## src/include/setting_link_pkg.sv

```systemverilog
package setting_link_pkg;

  // ----------------------------------------------------------------
  // Word and unit number widths
  // ----------------------------------------------------------------
  localparam int WORD_W = 16;
  localparam int UNIT_W = 7;
  localparam int AREA_W = 3;
  localparam int IDX_W = 8;
  localparam int UNIT_COUNT = 96;
  localparam int RESTART_WORDS = 6;
  localparam int RESTART_BITS = 16;

  // ----------------------------------------------------------------
  // Memory area codes carried on the link
  // ----------------------------------------------------------------
  localparam logic [2:0] AREA_NONE = 3'h0;
  localparam logic [2:0] AREA_SETTING = 3'h1;
  localparam logic [2:0] AREA_CYCLIC = 3'h2;

  // ----------------------------------------------------------------
  // Area placement from the unit number
  // ----------------------------------------------------------------
  localparam logic [15:0] SETTING_BASE = 16'h4e20;
  localparam logic [15:0] SETTING_STRIDE = 16'h0064;
  localparam logic [15:0] CYCLIC_BASE = 16'h07d0;
  localparam logic [15:0] CYCLIC_STRIDE = 16'h000a;

  // ----------------------------------------------------------------
  // Word offsets inside the setting-word area and the cyclic area
  // ----------------------------------------------------------------
  localparam logic [7:0] CMD_OFF = 8'h00;
  localparam logic [7:0] FIRST_SET_OFF = 8'h01;
  localparam logic [7:0] G1_LAST_OFF = 8'h22;
  localparam logic [7:0] DISP_OFF = 8'h5a;
  localparam logic [7:0] EXP_AREA_OFF = 8'h62;
  localparam logic [7:0] EXP_START_OFF = 8'h63;
  localparam logic [7:0] LAST_SET_OFF = 8'h63;
  localparam logic [7:0] CYCLIC_LAST = 8'h09;

  // ----------------------------------------------------------------
  // Expansion areas and reported offsets
  // ----------------------------------------------------------------
  localparam logic [7:0] EXP_LEN = 8'h2e;
  localparam logic [7:0] EXP_LEN_SMALL = 8'h18;
  localparam logic [7:0] CM_LEN = 8'h23;
  localparam logic [7:0] EXP_REPORT_BASE = 8'h64;
  localparam logic [7:0] CM_REPORT_BASE = 8'h92;

  // ----------------------------------------------------------------
  // Command word values
  // ----------------------------------------------------------------
  localparam logic [15:0] DEFAULT_READ_CMD = 16'h3039;
  localparam logic [15:0] CMD_CLEARED = 16'h0000;

  // Word address of an area member
  function automatic logic [15:0] word_addr(input logic [15:0] base, input logic [7:0] off);
    word_addr = 16'(base + {8'h00, off});
  endfunction

endpackage

```

## src/include/setting_link_if.sv

```systemverilog
`timescale 1ns/1ps
interface setting_link_if;

  // Word request from the unit to the controller memory
  logic req_valid;
  logic req_write;
  logic [2:0] req_area;
  logic [15:0] req_addr;
  logic [15:0] req_wdata;
  // Answer from the controller
  logic resp_valid;
  logic [15:0] resp_rdata;
  // Restart bits, one per unit number, and their acknowledge
  logic [95:0] restart_bits;
  logic restart_ack;
  logic [6:0] ack_unit;

  modport unit_end (
    output req_valid, req_write, req_area, req_addr, req_wdata, restart_ack, ack_unit,
    input resp_valid, resp_rdata, restart_bits
  );

  modport ctrl_end (
    input req_valid, req_write, req_area, req_addr, req_wdata, restart_ack, ack_unit,
    output resp_valid, resp_rdata, restart_bits
  );

endinterface

```

## src/verilog/io_unit_end.sv

```systemverilog
`timescale 1ns/1ps
module io_unit_end (
  // Clock and reset
  input wire logic clk_sys_in,
  input wire logic reset_in,
  // Link to the controller
  setting_link_if.unit_end link,
  // Front switches and variant strap
  input wire logic [6:0] unit_number_in,
  input wire logic small_variant_in,
  // Analog core: defaults and operating data by index
  output logic [7:0] core_index_out,
  input wire logic [15:0] default_word_in,
  input wire logic [15:0] cyclic_word_in,
  // Analog core: setting words delivered and checked
  output logic set_strobe_out,
  output logic [7:0] set_offset_out,
  output logic [15:0] set_word_out,
  input wire logic set_bad_in,
  // Status
  output logic running_out,
  output logic setting_error_indicator_out
);

  typedef enum logic [3:0] {
    ST_BOOT, ST_CMD, ST_DFLT, ST_CLR, ST_INIT, ST_EXP,
    ST_RUN_G1, ST_RUN_CYC, ST_RUN_CM, ST_ERR, ST_HALT
  } state_type;

  state_type state_q, nxt_state;
  logic [7:0] idx_q, last_idx, nxt_idx;
  logic pend_q, resp_take, run_state, restart_go;
  logic [6:0] unit_q;
  logic small_q;
  logic [15:0] m_base_q, n_base_q, exp_base_q, cm_base_q;
  logic [2:0] exp_area_q, cm_area_q;
  logic err_pend_q, err_ind_q;
  logic [7:0] err_off_q;
  logic restart_prev_q, restart_req_q, ack_q;
  logic req_valid_q, req_write_q;
  logic [2:0] req_area_q, iss_area;
  logic [15:0] req_addr_q, req_wdata_q, iss_addr, iss_wdata;
  logic iss_write;
  logic set_stb_q;
  logic [7:0] set_off_q;
  logic [15:0] set_word_q;

  assign resp_take = pend_q & link.resp_valid;
  assign run_state = (state_q == ST_RUN_G1) || (state_q == ST_RUN_CYC) ||
                     (state_q == ST_RUN_CM);
  // A restart waits for the open request so no stray answer follows it
  assign restart_go = restart_req_q && !pend_q && (state_q != ST_DFLT) &&
                      (state_q != ST_CLR);

  // ----------------------------------------------------------------
  // Request contents and walk lengths per state
  // ----------------------------------------------------------------
  always_comb begin
    iss_write = 1'b0;
    iss_area = setting_link_pkg::AREA_SETTING;
    iss_addr = setting_link_pkg::word_addr(m_base_q, idx_q);
    iss_wdata = setting_link_pkg::CMD_CLEARED;
    last_idx = setting_link_pkg::LAST_SET_OFF;
    nxt_state = ST_RUN_G1;
    nxt_idx = setting_link_pkg::FIRST_SET_OFF;
    case (state_q)
      ST_CMD: begin
        last_idx = setting_link_pkg::CMD_OFF;
        if (link.resp_rdata == setting_link_pkg::DEFAULT_READ_CMD) begin
          nxt_state = ST_DFLT;
        end else begin
          nxt_state = ST_INIT;
        end
      end
      ST_DFLT: begin
        iss_write = 1'b1;
        iss_wdata = default_word_in;
        nxt_state = ST_CLR;
        nxt_idx = setting_link_pkg::CMD_OFF;
      end
      ST_CLR: begin
        iss_write = 1'b1;
        last_idx = setting_link_pkg::CMD_OFF;
      end
      ST_INIT: begin
        if (exp_area_q != setting_link_pkg::AREA_NONE) begin
          nxt_state = ST_EXP;
          nxt_idx = 8'h00;
        end
      end
      ST_EXP: begin
        iss_area = exp_area_q;
        iss_addr = setting_link_pkg::word_addr(exp_base_q, idx_q);
        last_idx = 8'(small_q ? setting_link_pkg::EXP_LEN_SMALL - 8'h01
                              : setting_link_pkg::EXP_LEN - 8'h01);
      end
      ST_RUN_G1: begin
        last_idx = setting_link_pkg::G1_LAST_OFF;
        nxt_state = ST_RUN_CYC;
        nxt_idx = 8'h00;
      end
      ST_RUN_CYC: begin
        iss_write = 1'b1;
        iss_area = setting_link_pkg::AREA_CYCLIC;
        iss_addr = setting_link_pkg::word_addr(n_base_q, idx_q);
        iss_wdata = cyclic_word_in;
        last_idx = setting_link_pkg::CYCLIC_LAST;
        nxt_state = ST_RUN_CM;
        nxt_idx = 8'h00;
      end
      ST_RUN_CM: begin
        iss_area = cm_area_q;
        iss_addr = setting_link_pkg::word_addr(cm_base_q, idx_q);
        last_idx = 8'(setting_link_pkg::CM_LEN - 8'h01);
      end
      ST_ERR: begin
        iss_write = 1'b1;
        iss_addr = setting_link_pkg::word_addr(m_base_q, setting_link_pkg::DISP_OFF);
        iss_wdata = {8'h00, err_off_q};
        last_idx = 8'h00;
        nxt_state = ST_HALT;
      end
      default: begin
        last_idx = 8'h00;
      end
    endcase
  end

  // ----------------------------------------------------------------
  // Sequencer: one word request at a time
  // ----------------------------------------------------------------
  always_ff @(posedge clk_sys_in) begin
    if (reset_in) begin
      state_q <= ST_BOOT;
      idx_q <= 8'h00;
      pend_q <= 1'b0;
      req_valid_q <= 1'b0;
      req_write_q <= 1'b0;
      req_area_q <= setting_link_pkg::AREA_NONE;
      req_addr_q <= 16'h0000;
      req_wdata_q <= 16'h0000;
    end else if (restart_go) begin
      state_q <= ST_BOOT;
      idx_q <= 8'h00;
    end else begin
      case (state_q)
        ST_BOOT: begin
          state_q <= ST_CMD;
          idx_q <= setting_link_pkg::CMD_OFF;
        end
        ST_HALT: begin
          idx_q <= 8'h00; // Stopped until power-on or restart
        end
        default: begin
          if (!pend_q) begin
            if (run_state && err_pend_q) begin
              state_q <= ST_ERR;
              idx_q <= 8'h00;
            end else if (state_q == ST_RUN_CM &&
                         cm_area_q == setting_link_pkg::AREA_NONE) begin
              state_q <= ST_RUN_G1; // Control/monitor area not allocated
              idx_q <= setting_link_pkg::FIRST_SET_OFF;
            end else begin
              req_valid_q <= 1'b1;
              pend_q <= 1'b1;
              req_write_q <= iss_write;
              req_area_q <= iss_area;
              req_addr_q <= iss_addr;
              req_wdata_q <= iss_wdata;
            end
          end else if (resp_take) begin
            req_valid_q <= 1'b0;
            pend_q <= 1'b0;
            if (idx_q == last_idx) begin
              state_q <= nxt_state;
              idx_q <= nxt_idx;
            end else begin
              idx_q <= 8'(idx_q + 8'h01);
            end
          end
        end
      endcase
    end
  end

  // ----------------------------------------------------------------
  // Area bases and straps, caught at each boot
  // ----------------------------------------------------------------
  always_ff @(posedge clk_sys_in) begin
    if (reset_in) begin
      unit_q <= 7'h00;
      small_q <= 1'b0;
      m_base_q <= setting_link_pkg::SETTING_BASE;
      n_base_q <= setting_link_pkg::CYCLIC_BASE;
    end else if (state_q == ST_BOOT) begin
      unit_q <= unit_number_in;
      small_q <= small_variant_in;
      m_base_q <= 16'(setting_link_pkg::SETTING_BASE +
                      16'(16'(unit_number_in) * setting_link_pkg::SETTING_STRIDE));
      n_base_q <= 16'(setting_link_pkg::CYCLIC_BASE +
                      16'(16'(unit_number_in) * setting_link_pkg::CYCLIC_STRIDE));
    end
  end

  // ----------------------------------------------------------------
  // Expansion pointers, taken once per boot in the normal direction
  // ----------------------------------------------------------------
  always_ff @(posedge clk_sys_in) begin
    if (reset_in || state_q == ST_BOOT) begin
      exp_area_q <= setting_link_pkg::AREA_NONE;
      exp_base_q <= 16'h0000;
      cm_area_q <= setting_link_pkg::AREA_NONE;
      cm_base_q <= 16'h0000;
    end else if (resp_take && state_q == ST_INIT) begin
      if (idx_q == setting_link_pkg::EXP_AREA_OFF) begin
        exp_area_q <= link.resp_rdata[2:0];
      end
      if (idx_q == setting_link_pkg::EXP_START_OFF) begin
        exp_base_q <= link.resp_rdata;
      end
    end else if (resp_take && state_q == ST_EXP) begin
      if (idx_q == 8'h00) begin
        cm_area_q <= link.resp_rdata[2:0];
      end
      if (idx_q == 8'h01) begin
        cm_base_q <= link.resp_rdata;
      end
    end
  end

  // ----------------------------------------------------------------
  // Setting words handed to the analog core
  // ----------------------------------------------------------------
  always_ff @(posedge clk_sys_in) begin
    if (reset_in) begin
      set_stb_q <= 1'b0;
      set_off_q <= 8'h00;
      set_word_q <= 16'h0000;
    end else begin
      // Group two and pointers arrive only through the one-shot load
      set_stb_q <= resp_take && (state_q == ST_INIT || state_q == ST_EXP ||
                   state_q == ST_RUN_G1 || state_q == ST_RUN_CM);
      if (resp_take) begin
        set_word_q <= link.resp_rdata;
        if (state_q == ST_EXP) begin
          set_off_q <= 8'(setting_link_pkg::EXP_REPORT_BASE + idx_q);
        end else if (state_q == ST_RUN_CM) begin
          set_off_q <= 8'(setting_link_pkg::CM_REPORT_BASE + idx_q);
        end else begin
          set_off_q <= idx_q;
        end
      end
    end
  end

  // ----------------------------------------------------------------
  // Range errors: first bad offset kept, indicator lit on report
  // ----------------------------------------------------------------
  always_ff @(posedge clk_sys_in) begin
    if (reset_in) begin
      err_pend_q <= 1'b0;
      err_off_q <= 8'h00;
      err_ind_q <= 1'b0;
    end else begin
      if (state_q == ST_BOOT) begin
        err_pend_q <= 1'b0;
        err_ind_q <= 1'b0;
      end
      if (state_q == ST_ERR) begin
        err_ind_q <= 1'b1;
      end
      // Control/monitor words are live data, not settings to range-check
      if (set_stb_q && set_bad_in && !err_pend_q &&
          set_off_q < setting_link_pkg::CM_REPORT_BASE) begin
        err_pend_q <= 1'b1;
        err_off_q <= set_off_q;
      end
    end
  end

  // ----------------------------------------------------------------
  // Restart bit: rising edge requests a reload, set wins over take
  // ----------------------------------------------------------------
  always_ff @(posedge clk_sys_in) begin
    if (reset_in) begin
      restart_prev_q <= 1'b0;
      restart_req_q <= 1'b0;
      ack_q <= 1'b0;
    end else begin
      restart_prev_q <= link.restart_bits[unit_q];
      ack_q <= restart_go;
      if (restart_go) begin
        restart_req_q <= 1'b0;
      end
      if (link.restart_bits[unit_q] && !restart_prev_q) begin
        restart_req_q <= 1'b1;
      end
    end
  end

  // Link and core outputs
  assign link.req_valid = req_valid_q;
  assign link.req_write = req_write_q;
  assign link.req_area = req_area_q;
  assign link.req_addr = req_addr_q;
  assign link.req_wdata = req_wdata_q;
  assign link.restart_ack = ack_q;
  assign link.ack_unit = unit_q;
  assign core_index_out = idx_q;
  assign set_strobe_out = set_stb_q;
  assign set_offset_out = set_off_q;
  assign set_word_out = set_word_q;
  assign running_out = run_state;
  assign setting_error_indicator_out = err_ind_q;

endmodule // io_unit_end
```

## src/flat_wrapper.sv

```systemverilog
// flat-port wrapper written by rule: the top's interface ports become plain ports
module io_unit_end_flat 
  (clk_sys_in, reset_in, unit_number_in, small_variant_in, core_index_out, default_word_in, cyclic_word_in, set_strobe_out, set_offset_out, set_word_out, set_bad_in, running_out, setting_error_indicator_out, link_req_valid, link_req_write, link_req_area, link_req_addr, link_req_wdata, link_restart_ack, link_ack_unit, link_resp_valid, link_resp_rdata, link_restart_bits);
  setting_link_if link_i ();
  input wire logic clk_sys_in;
  input wire logic reset_in;
  input wire logic [6:0] unit_number_in;
  input wire logic small_variant_in;
  output logic [7:0] core_index_out;
  input wire logic [15:0] default_word_in;
  input wire logic [15:0] cyclic_word_in;
  output logic set_strobe_out;
  output logic [7:0] set_offset_out;
  output logic [15:0] set_word_out;
  input wire logic set_bad_in;
  output logic running_out;
  output logic setting_error_indicator_out;
  output wire logic [$bits(link_i.req_valid)-1:0] link_req_valid;
  output wire logic [$bits(link_i.req_write)-1:0] link_req_write;
  output wire logic [$bits(link_i.req_area)-1:0] link_req_area;
  output wire logic [$bits(link_i.req_addr)-1:0] link_req_addr;
  output wire logic [$bits(link_i.req_wdata)-1:0] link_req_wdata;
  output wire logic [$bits(link_i.restart_ack)-1:0] link_restart_ack;
  output wire logic [$bits(link_i.ack_unit)-1:0] link_ack_unit;
  input wire logic [$bits(link_i.resp_valid)-1:0] link_resp_valid;
  input wire logic [$bits(link_i.resp_rdata)-1:0] link_resp_rdata;
  input wire logic [$bits(link_i.restart_bits)-1:0] link_restart_bits;
  assign link_req_valid = link_i.req_valid;
  assign link_req_write = link_i.req_write;
  assign link_req_area = link_i.req_area;
  assign link_req_addr = link_i.req_addr;
  assign link_req_wdata = link_i.req_wdata;
  assign link_restart_ack = link_i.restart_ack;
  assign link_ack_unit = link_i.ack_unit;
  assign link_i.resp_valid = link_resp_valid;
  assign link_i.resp_rdata = link_resp_rdata;
  assign link_i.restart_bits = link_restart_bits;
  io_unit_end u_core (.clk_sys_in(clk_sys_in), .reset_in(reset_in), .link(link_i), .unit_number_in(unit_number_in), .small_variant_in(small_variant_in), .core_index_out(core_index_out), .default_word_in(default_word_in), .cyclic_word_in(cyclic_word_in), .set_strobe_out(set_strobe_out), .set_offset_out(set_offset_out), .set_word_out(set_word_out), .set_bad_in(set_bad_in), .running_out(running_out), .setting_error_indicator_out(setting_error_indicator_out));
endmodule
```

## config.mk

```make
export PLATFORM = sky130hd
export DESIGN_NAME = io_unit_end_flat
export DESIGN_NICKNAME = d
export VERILOG_FILES = /design/src/include/setting_link_pkg.sv /design/src/include/setting_link_if.sv /design/src/verilog/io_unit_end.sv /design/src/flat_wrapper.sv
export SDC_FILE = /design/constraint.sdc
export NUM_CORES = 1
export LEC_CHECK = 0
export CAP_MARGIN = 10
export CORE_MARGIN = 2
export CORE_UTILIZATION = 50
export DETAILED_ROUTE_END_ITERATION = 8
export DONT_BUFFER_PORTS = 1
export REMOVE_ABC_BUFFERS = 1
export SETUP_SLACK_MARGIN = 0.4
export SLEW_MARGIN = 5
export SYNTH_ARGS = -nofsm -noshare
export SYNTH_HDL_FRONTEND = slang
export SYNTH_SLANG_ARGS = --single-unit
```

## constraint.sdc

```tcl
create_clock -name clk_sys_in -period 9.35 [get_ports clk_sys_in]
set_clock_uncertainty 0.15 [all_clocks]
set_input_delay 2.805 -clock clk_sys_in [delete_from_list [all_inputs] [get_ports clk_sys_in]]
set_output_delay 2.805 -clock clk_sys_in [all_outputs]
set_load 0.05 [all_outputs]
```

==> metrics.yaml, run 1 <==
outcome:
  outcome: "complete, no violations"
global_route:
  grt_pass1_vias: 8592
  grt_first_pass_wirelength_um: 49000
  grtUsageTotal_pct: 29.1
  antenna_found_initial: 3
  overflow: 0
  grt_max_degree: 111
pwr:
  powerDensity_nw_per_um2: 340
  power.switching_mw: 1.84
  p_clk_share_pct: 19.7
  p_sw_share_pct: 50.0
  combPwrFrac_pct: 45.8
  vdd_ir_drop_max_mv: 0.180
  power_leakage_nw: 4.15
  p_seq_share_pct: 34.5
  internal-power_mw: 1.84
detailed_routing:
  drc_errors: 0
  drt_first_pass_iters: 5
  drt-total-wl_um: 31100
  via_count: 8971
  drtIter0Drc: 660
  ant_nets: 0
  avgRoutedWirePerCell_um: 21.7
  routed_via_density: 6.27
synthesis:
  ys_seq_area_share_pct: 30.5
  yosysWarnings: 0
  syn-instance-count: 1194
  ys_ff_latch: 154
  netlist_area_sq_um: 10100
  ys.flop_type: "dfxtp_1"
  synth_edf_count: 0
  yosys.cell_types.count: 81
  syn_area_per_cell_sq_um: 8.46
  async_reset_ff_share_pct: 0
clocking:
  cts_tree: "done"
  cts_root_buf: "clkbuf_16"
  cts_max_path_buffers: 2
  cts_inserted_buffers: 17
  clkSlewWorstSetupHoldPaths_ns: 0.07
  cts_resized: 0
  cts_sinks: 154
  h-tree-depth: 4
  cts_setup_buffers: 0
  hold_buffers: 0
  clock_latency_ns: 0.43
sta:
  setup_tns_ns: 0
  slew_headroom_pct: 19.3
  worst_slew_pin_slew_ns: 1.21
  finalSetupViolCount: 0
  holdWs_ns: 0.263
  fin_ws_ns: 3.58
  min_period_over_period_pct: 61.7
  hold_viol_final: 0
  clock.fmax_mhz: 173
  fin_crit_ns: 5.77
  grt_setup_unrepaired: "no"
  slew_viol_final: 0
floorplan:
  rows: 51
  fp.dieW_um: 146
  die_y_um: 146
  start_util_pct: 51.4
  die-area_sq_um: 21300
  ios: 236
  fp.coreArea_sq_um: 19700
run:
  maxCapViolations: 0
cells_and_area:
  drive_gt1_share_pct: 10.2
  nNetsFinal: 1371
  syn_to_final_growth_pct: 7.25
place:
  gp_congestion: 0.925
  port_buffers: 0
  dp_hpwl_um: 22700
  dpl_worst_slack_ns: 3.13
setup_path:
  worst-endpoint-required_ns: 9.52
  arrival_ns: 5.94
  critPathKind: "in2reg"
  crit_path_end_kind: "register"
  critPathLaunchType: "input port"
  path_max_fanout: 5
min_path:
  hold_class: "reg2reg"
## synth_stat cells, drive strengths merged (9+ instances only)
| cell | number | area (sq um) |
|---|---|---|
| a211oi | 32 | 290 |
| a21o | 13 | 97.6 |
| a21oi | 93 | 465 |
| a221oi | 15 | 131 |
| a222oi | 10 | 100 |
| a31oi | 12 | 75.1 |
| buf | 34 | 201 |
| clkbuf | 50 | 188 |
| dfxtp | 154 | 3080 |
| ha | 61 | 763 |
| inv | 25 | 93.8 |
| mux2i | 32 | 320 |
| mux4 | 29 | 653 |
| nand2 | 164 | 616 |
| nand3 | 22 | 115 |
| nand4 | 11 | 68.8 |
| nor2 | 130 | 490 |
| nor2b | 11 | 68.8 |
| nor3 | 34 | 181 |
| o21ai | 39 | 195 |
| o22ai | 9 | 56.3 |
| xnor2 | 32 | 280 |
| xor2 | 22 | 193 |
## layout by cell type, fill, tap and decap left out, types with 7 or more instances in the layout
master and instances:
a211o_1 8, a211oi_1 22, a211oi_2 10, a21o_1 13, a21oi_1 93, a221oi_1 15
a222oi_1 10, a22oi_1 8, a31oi_1 12, and3_1 7, buf_4 20, clkbuf_16 17
dfxtp_1 153, ha_1 61, inv_1 25, mux2i_1 32, mux4_2 29, nand2_1 164
nand2b_1 8, nand3_1 21, nand4_1 11, nor2_1 129, nor2b_1 11, nor3_1 33
o21a_1 7, o21ai_0 35, o22ai_1 9, xnor2_1 32, xor2_1 22
## critical path, stage by stage
cell     delay (ns)
ha_1           0.27
ha_1           0.32
fa_1           0.46
ha_1           0.36
nor2b_1        0.15
o21a_1         0.19
o21a_1         0.20
or3_1          0.31
a32oi_1        0.43
a41oi_1        0.16
or2_2          0.29
## sequential cells by signal, summed over array words and instances (netlist names), 9 cells and up
| name | flops |
|---|---|
| u_core.m_base_q | 11 |
| u_core.link.req_wdata | 16 |
| u_core.set_word_out | 16 |
| u_core.exp_base_q | 16 |
| u_core.cm_base_q | 16 |
| u_core.n_base_q | 9 |
| u_core.link.req_addr | 16 |
## power by group through the flow
stage / clock network, mW / registers, mW / logic, mW
6_report: 0.725 / 1.27 / 1.69
5_1_grt: 0.764 / 1.29 / 1.86
4_1_cts: 0.735 / 1.27 / 1.68
3_5_place_dp: 0 / 1.29 / 1.67
3_3_place_gp: 0 / 1.28 / 1.66
2_1_floorplan: 0 / 1.30 / 1.18
## final cells by class
type	count	area [sq um]
Tap cell	265	332
Inverter	25	93.8
Multi-Input combinational cell	931	6560
Clock buffer	17	425
Clock inverter	15	178
Antenna cell	3	7.51
Fill cell	1920	8820
Timing Repair Buffer	20	150
Sequential cell	154	3080
## path summary, 6_finish.rpt
kind / from / to / slack, ns / cells past startpoint
setup reg to reg: u_core.state_q[2]$_SDFFE_PP0P_ / u_core.link.req_addr[8]$_SDFFE_PP0P_ / 4.87 / 13
hold reg to reg: u_core.restart_prev_q$_SDFF_PP0_ / u_core.restart_req_q$_SDFFE_PP0P_ / 0.26 / 1
hold / removal: u_core.restart_prev_q$_SDFF_PP0_ / u_core.restart_req_q$_SDFFE_PP0P_ / 0.26 / 1
setup / recovery: unit_number_in[2] / u_core.m_base_q[14]$_SDFFE_PP1P_ / 3.58 / 11
## routing by layer
layer	GRT usage, %	wire, um
met3	6.69	2680
met2	47.6	14400
met5	0	0
met1	37.9	13100
met4	10.1	913
## per-stage QoR
step / cells / instance area [sq um] / power [mW] / utilization (%)
after floorplan: 1110 / 9710 / 2.47 / -
after global placement: 1395 / 10200 / 2.94 / 52.0
after detailed placement: 1395 / 10200 / 2.96 / 52.0
after CTS: 1427 / 10800 / 3.69 / 55.1
after global routing: 1430 / 10800 / 3.91 / 55.1
final: 1430 / 10800 / 3.68 / 55.1
## cells by family (layout without fill, tap and decap cells)
group	count (synthesis)	count (layout)	share of synthesized area (%)
adder cells (fa/ha/maj)	66	66	8.55
XOR/XNOR	55	55	4.92
AO/OA/AOI/OAI	300	300	20.5
multiplexers	61	61	9.64
other	0	3	0
flip-flops	154	154	30.5
AND/OR/NAND/NOR	449	449	21.0
buffers and inverters	109	77	4.78
No activity file was read; power rests on OpenSTA's default activity.
==> inputs of run 2 (changes only) <==
- clock period: 9.35 -> 5.95 ns (I/O delays scaled with it)
==> metrics.yaml, run 2 (synthesis results as in run 1) <==
setup_path:
  path_max_fanout: 5  # unchanged
  crit_top_cell: "ha_1"
  crit_slowest_cell: "fa_1"
  reg2reg_depth: 13  # unchanged
  arrival_ns: 4.89  # -1.05 ns
  critPathLaunchType: "input port"
  crit_path_end_kind: "register"
  worst-endpoint-required_ns: 6.12  # -3.40 ns
  reg2reg_from: "u_core.state_q[1]$_SDFFE_PP0P_"
  slowest_delay_ns: 0.46  # about the same
  critPathKind: "in2reg"
  crit_chain: "ha_1 > ha_1 > fa_1 > ha_1 > nor2b_1 > o21a_1 > o21a_1 > or3_1 > a32oi_1 > a41oi_1 > or2_2"
  startpoint: "unit_number_in[2]"
sta:
  min_period_over_period_pct: 79.3
  fin_crit_ns: 4.72
  holdWs_ns: 0.265  # +0.00213 ns
  hold_viol_final: 0  # unchanged
  worst_slew_pin_slew_ns: 1.23  # +0.0208 ns
  slew_headroom_pct: 17.9  # -1.4 points
  slew_viol_final: 0  # unchanged
  setup_tns_ns: 0  # unchanged
  clock.fmax_mhz: 212
  grt_setup_unrepaired: "no"
  finalSetupViolCount: 0  # unchanged
pwr:
  power.total_mw: 5.77  # +57%
  vdd_ir_drop_max_mv: 0.258  # +43%
  powerDensity_nw_per_um2: 531  # +56%
  power_leakage_nw: 4.16  # +0.32%
min_path:
  holdPathStages: 1  # unchanged
  hold_start: "u_core.restart_prev_q$_SDFF_PP0_"
  hold_class: "reg2reg"
global_route:
  antenna_found_initial: 5  # +2
  grt_max_degree: 111  # unchanged
  overflow: 0  # unchanged
  grt_pass1_vias: 8428  # -1.9%
  grt_first_pass_wirelength_um: 48300  # -1.5%
  grtUsageTotal_pct: 28.7  # -0.33 points
floorplan:
  start_util_pct: 51.4  # unchanged
  rows: 51  # unchanged
  die-area_sq_um: 21300  # unchanged
  fp.dieW_um: 146  # unchanged
  ios: 236  # unchanged
  die_y_um: 146  # unchanged
  fp.coreArea_sq_um: 19700  # unchanged
cells_and_area:
  final_common_cell: "nand2_1"
  final_cell_mix: "164 x nand2_1, 153 x dfxtp_1, 129 x nor2_1"
  register_area_sq_um: 3080  # unchanged
  fillers: 1836  # -4.4%
  multi_input_area_sq_um: 6560  # unchanged
  nNetsFinal: 1375  # +0.29%
  drive_gt1_share_pct: 10.5  # +0.31 points
  syn_to_final_growth_pct: 7.56
  instances_no_fill: 1436  # +0.42%
place:
  place_inst: 1399  # +0.29%
  dp_hpwl_um: 22700  # -0.14%
  gp_congestion: 0.906  # -2.0%
  port_buffers: 0  # unchanged
detailed_routing:
  drtIter0Drc: 634  # -3.9%
  drc_errors: 0  # unchanged
  drt_first_pass_iters: 5  # unchanged
  avgRoutedWirePerCell_um: 21.5  # -1.1%
  routed_via_density: 6.21  # -0.97%
  highest-signal-layer: "met4"
  ant_nets: 0  # unchanged
  drt-total-wl_um: 30900  # -0.72%
  met2_length_um: 14100  # -2.4%
  via_count: 8921  # -0.56%
  wl_met1_um: 13500  # +3.2%
  wl_met3_um: 2230  # -17%
clocking:
  clkSlewWorstSetupHoldPaths_ns: 0.07  # about the same
  hold_buffers: 0  # unchanged
  clock_latency_ns: 0.44  # about the same
  cts_setup_buffers: 0  # unchanged
  h-tree-depth: 4  # unchanged
  cts_inserted_buffers: 17  # unchanged
  cts_resized: 0  # unchanged
  cts_sinks: 154  # unchanged
  cts_max_path_buffers: 2  # unchanged
  cts_root_buf: "clkbuf_16"
  cts_tree: "done"
run:
  maxCapViolations: 0  # unchanged
outcome:
  outcome: "complete, no violations"
==> run 2: cell types whose count changed in the layout (fill, tap and decap cells not counted), sizes merged <==
| cell | change |
|---|---|
| diode | +2 |
| clkinv | +4 |
| bufinv | -2 |
| inv | -2 |
| buf | +4 |
==> run 2: cell type report <==
class	count	share of cell area, %
Multi-Input combinational cell	931	60.4
Sequential cell	154	28.4
Clock buffer	17	3.92
Tap cell	265	3.05
Timing Repair Buffer	24	1.66
Clock inverter	15	1.60
Inverter	25	0.864
Antenna cell	5	0.115
==> run 2: layer usage <==
metal | vias up | GRT usage, %
met3 | 49 | 5.59
met1 | 4230 | 38.6
met4 | 0 | 11.7
met2 | 347 | 45.7
li1 | 4295 | -
met5 | - | 0
==> run 2: where the power goes <==
| part | total [mW] | switching [mW] | internal [mW] |
|---|---|---|---|
| sequential | 2.02 | 0.756 | 1.27 |
| clock | 1.10 | 0.534 | 0.567 |
| combinational | 2.65 | 1.63 | 1.01 |
==> run 2: final timing paths <==
kind / endpoint / slack, ns
setup / recovery: u_core.m_base_q[14]$_SDFFE_PP1P_ / 1.23
hold reg to reg: u_core.restart_req_q$_SDFFE_PP0P_ / 0.26
setup reg to reg: u_core.link.req_addr[8]$_SDFFE_PP0P_ / 1.80
hold / removal: u_core.restart_req_q$_SDFFE_PP0P_ / 0.26
==> run 2: worst max-delay path: cells and delay by family <==
kind                     cells  cell delay, ns
adder cells (fa/ha/maj)      4            1.40
AO/OA/AOI/OAI                4            0.97
AND/OR/NAND/NOR              3            0.74
==> run 2: stage by stage <==
stage	cell area (sq um)	worst slack, ns	util [%]
floorplan	9710	0.891	-
global placement	10200	0.820	52.2
detailed placement	10200	0.774	52.2
CTS	10800	1.22	55.2
global route	10900	1.03	55.3
finish	10900	1.23	55.3
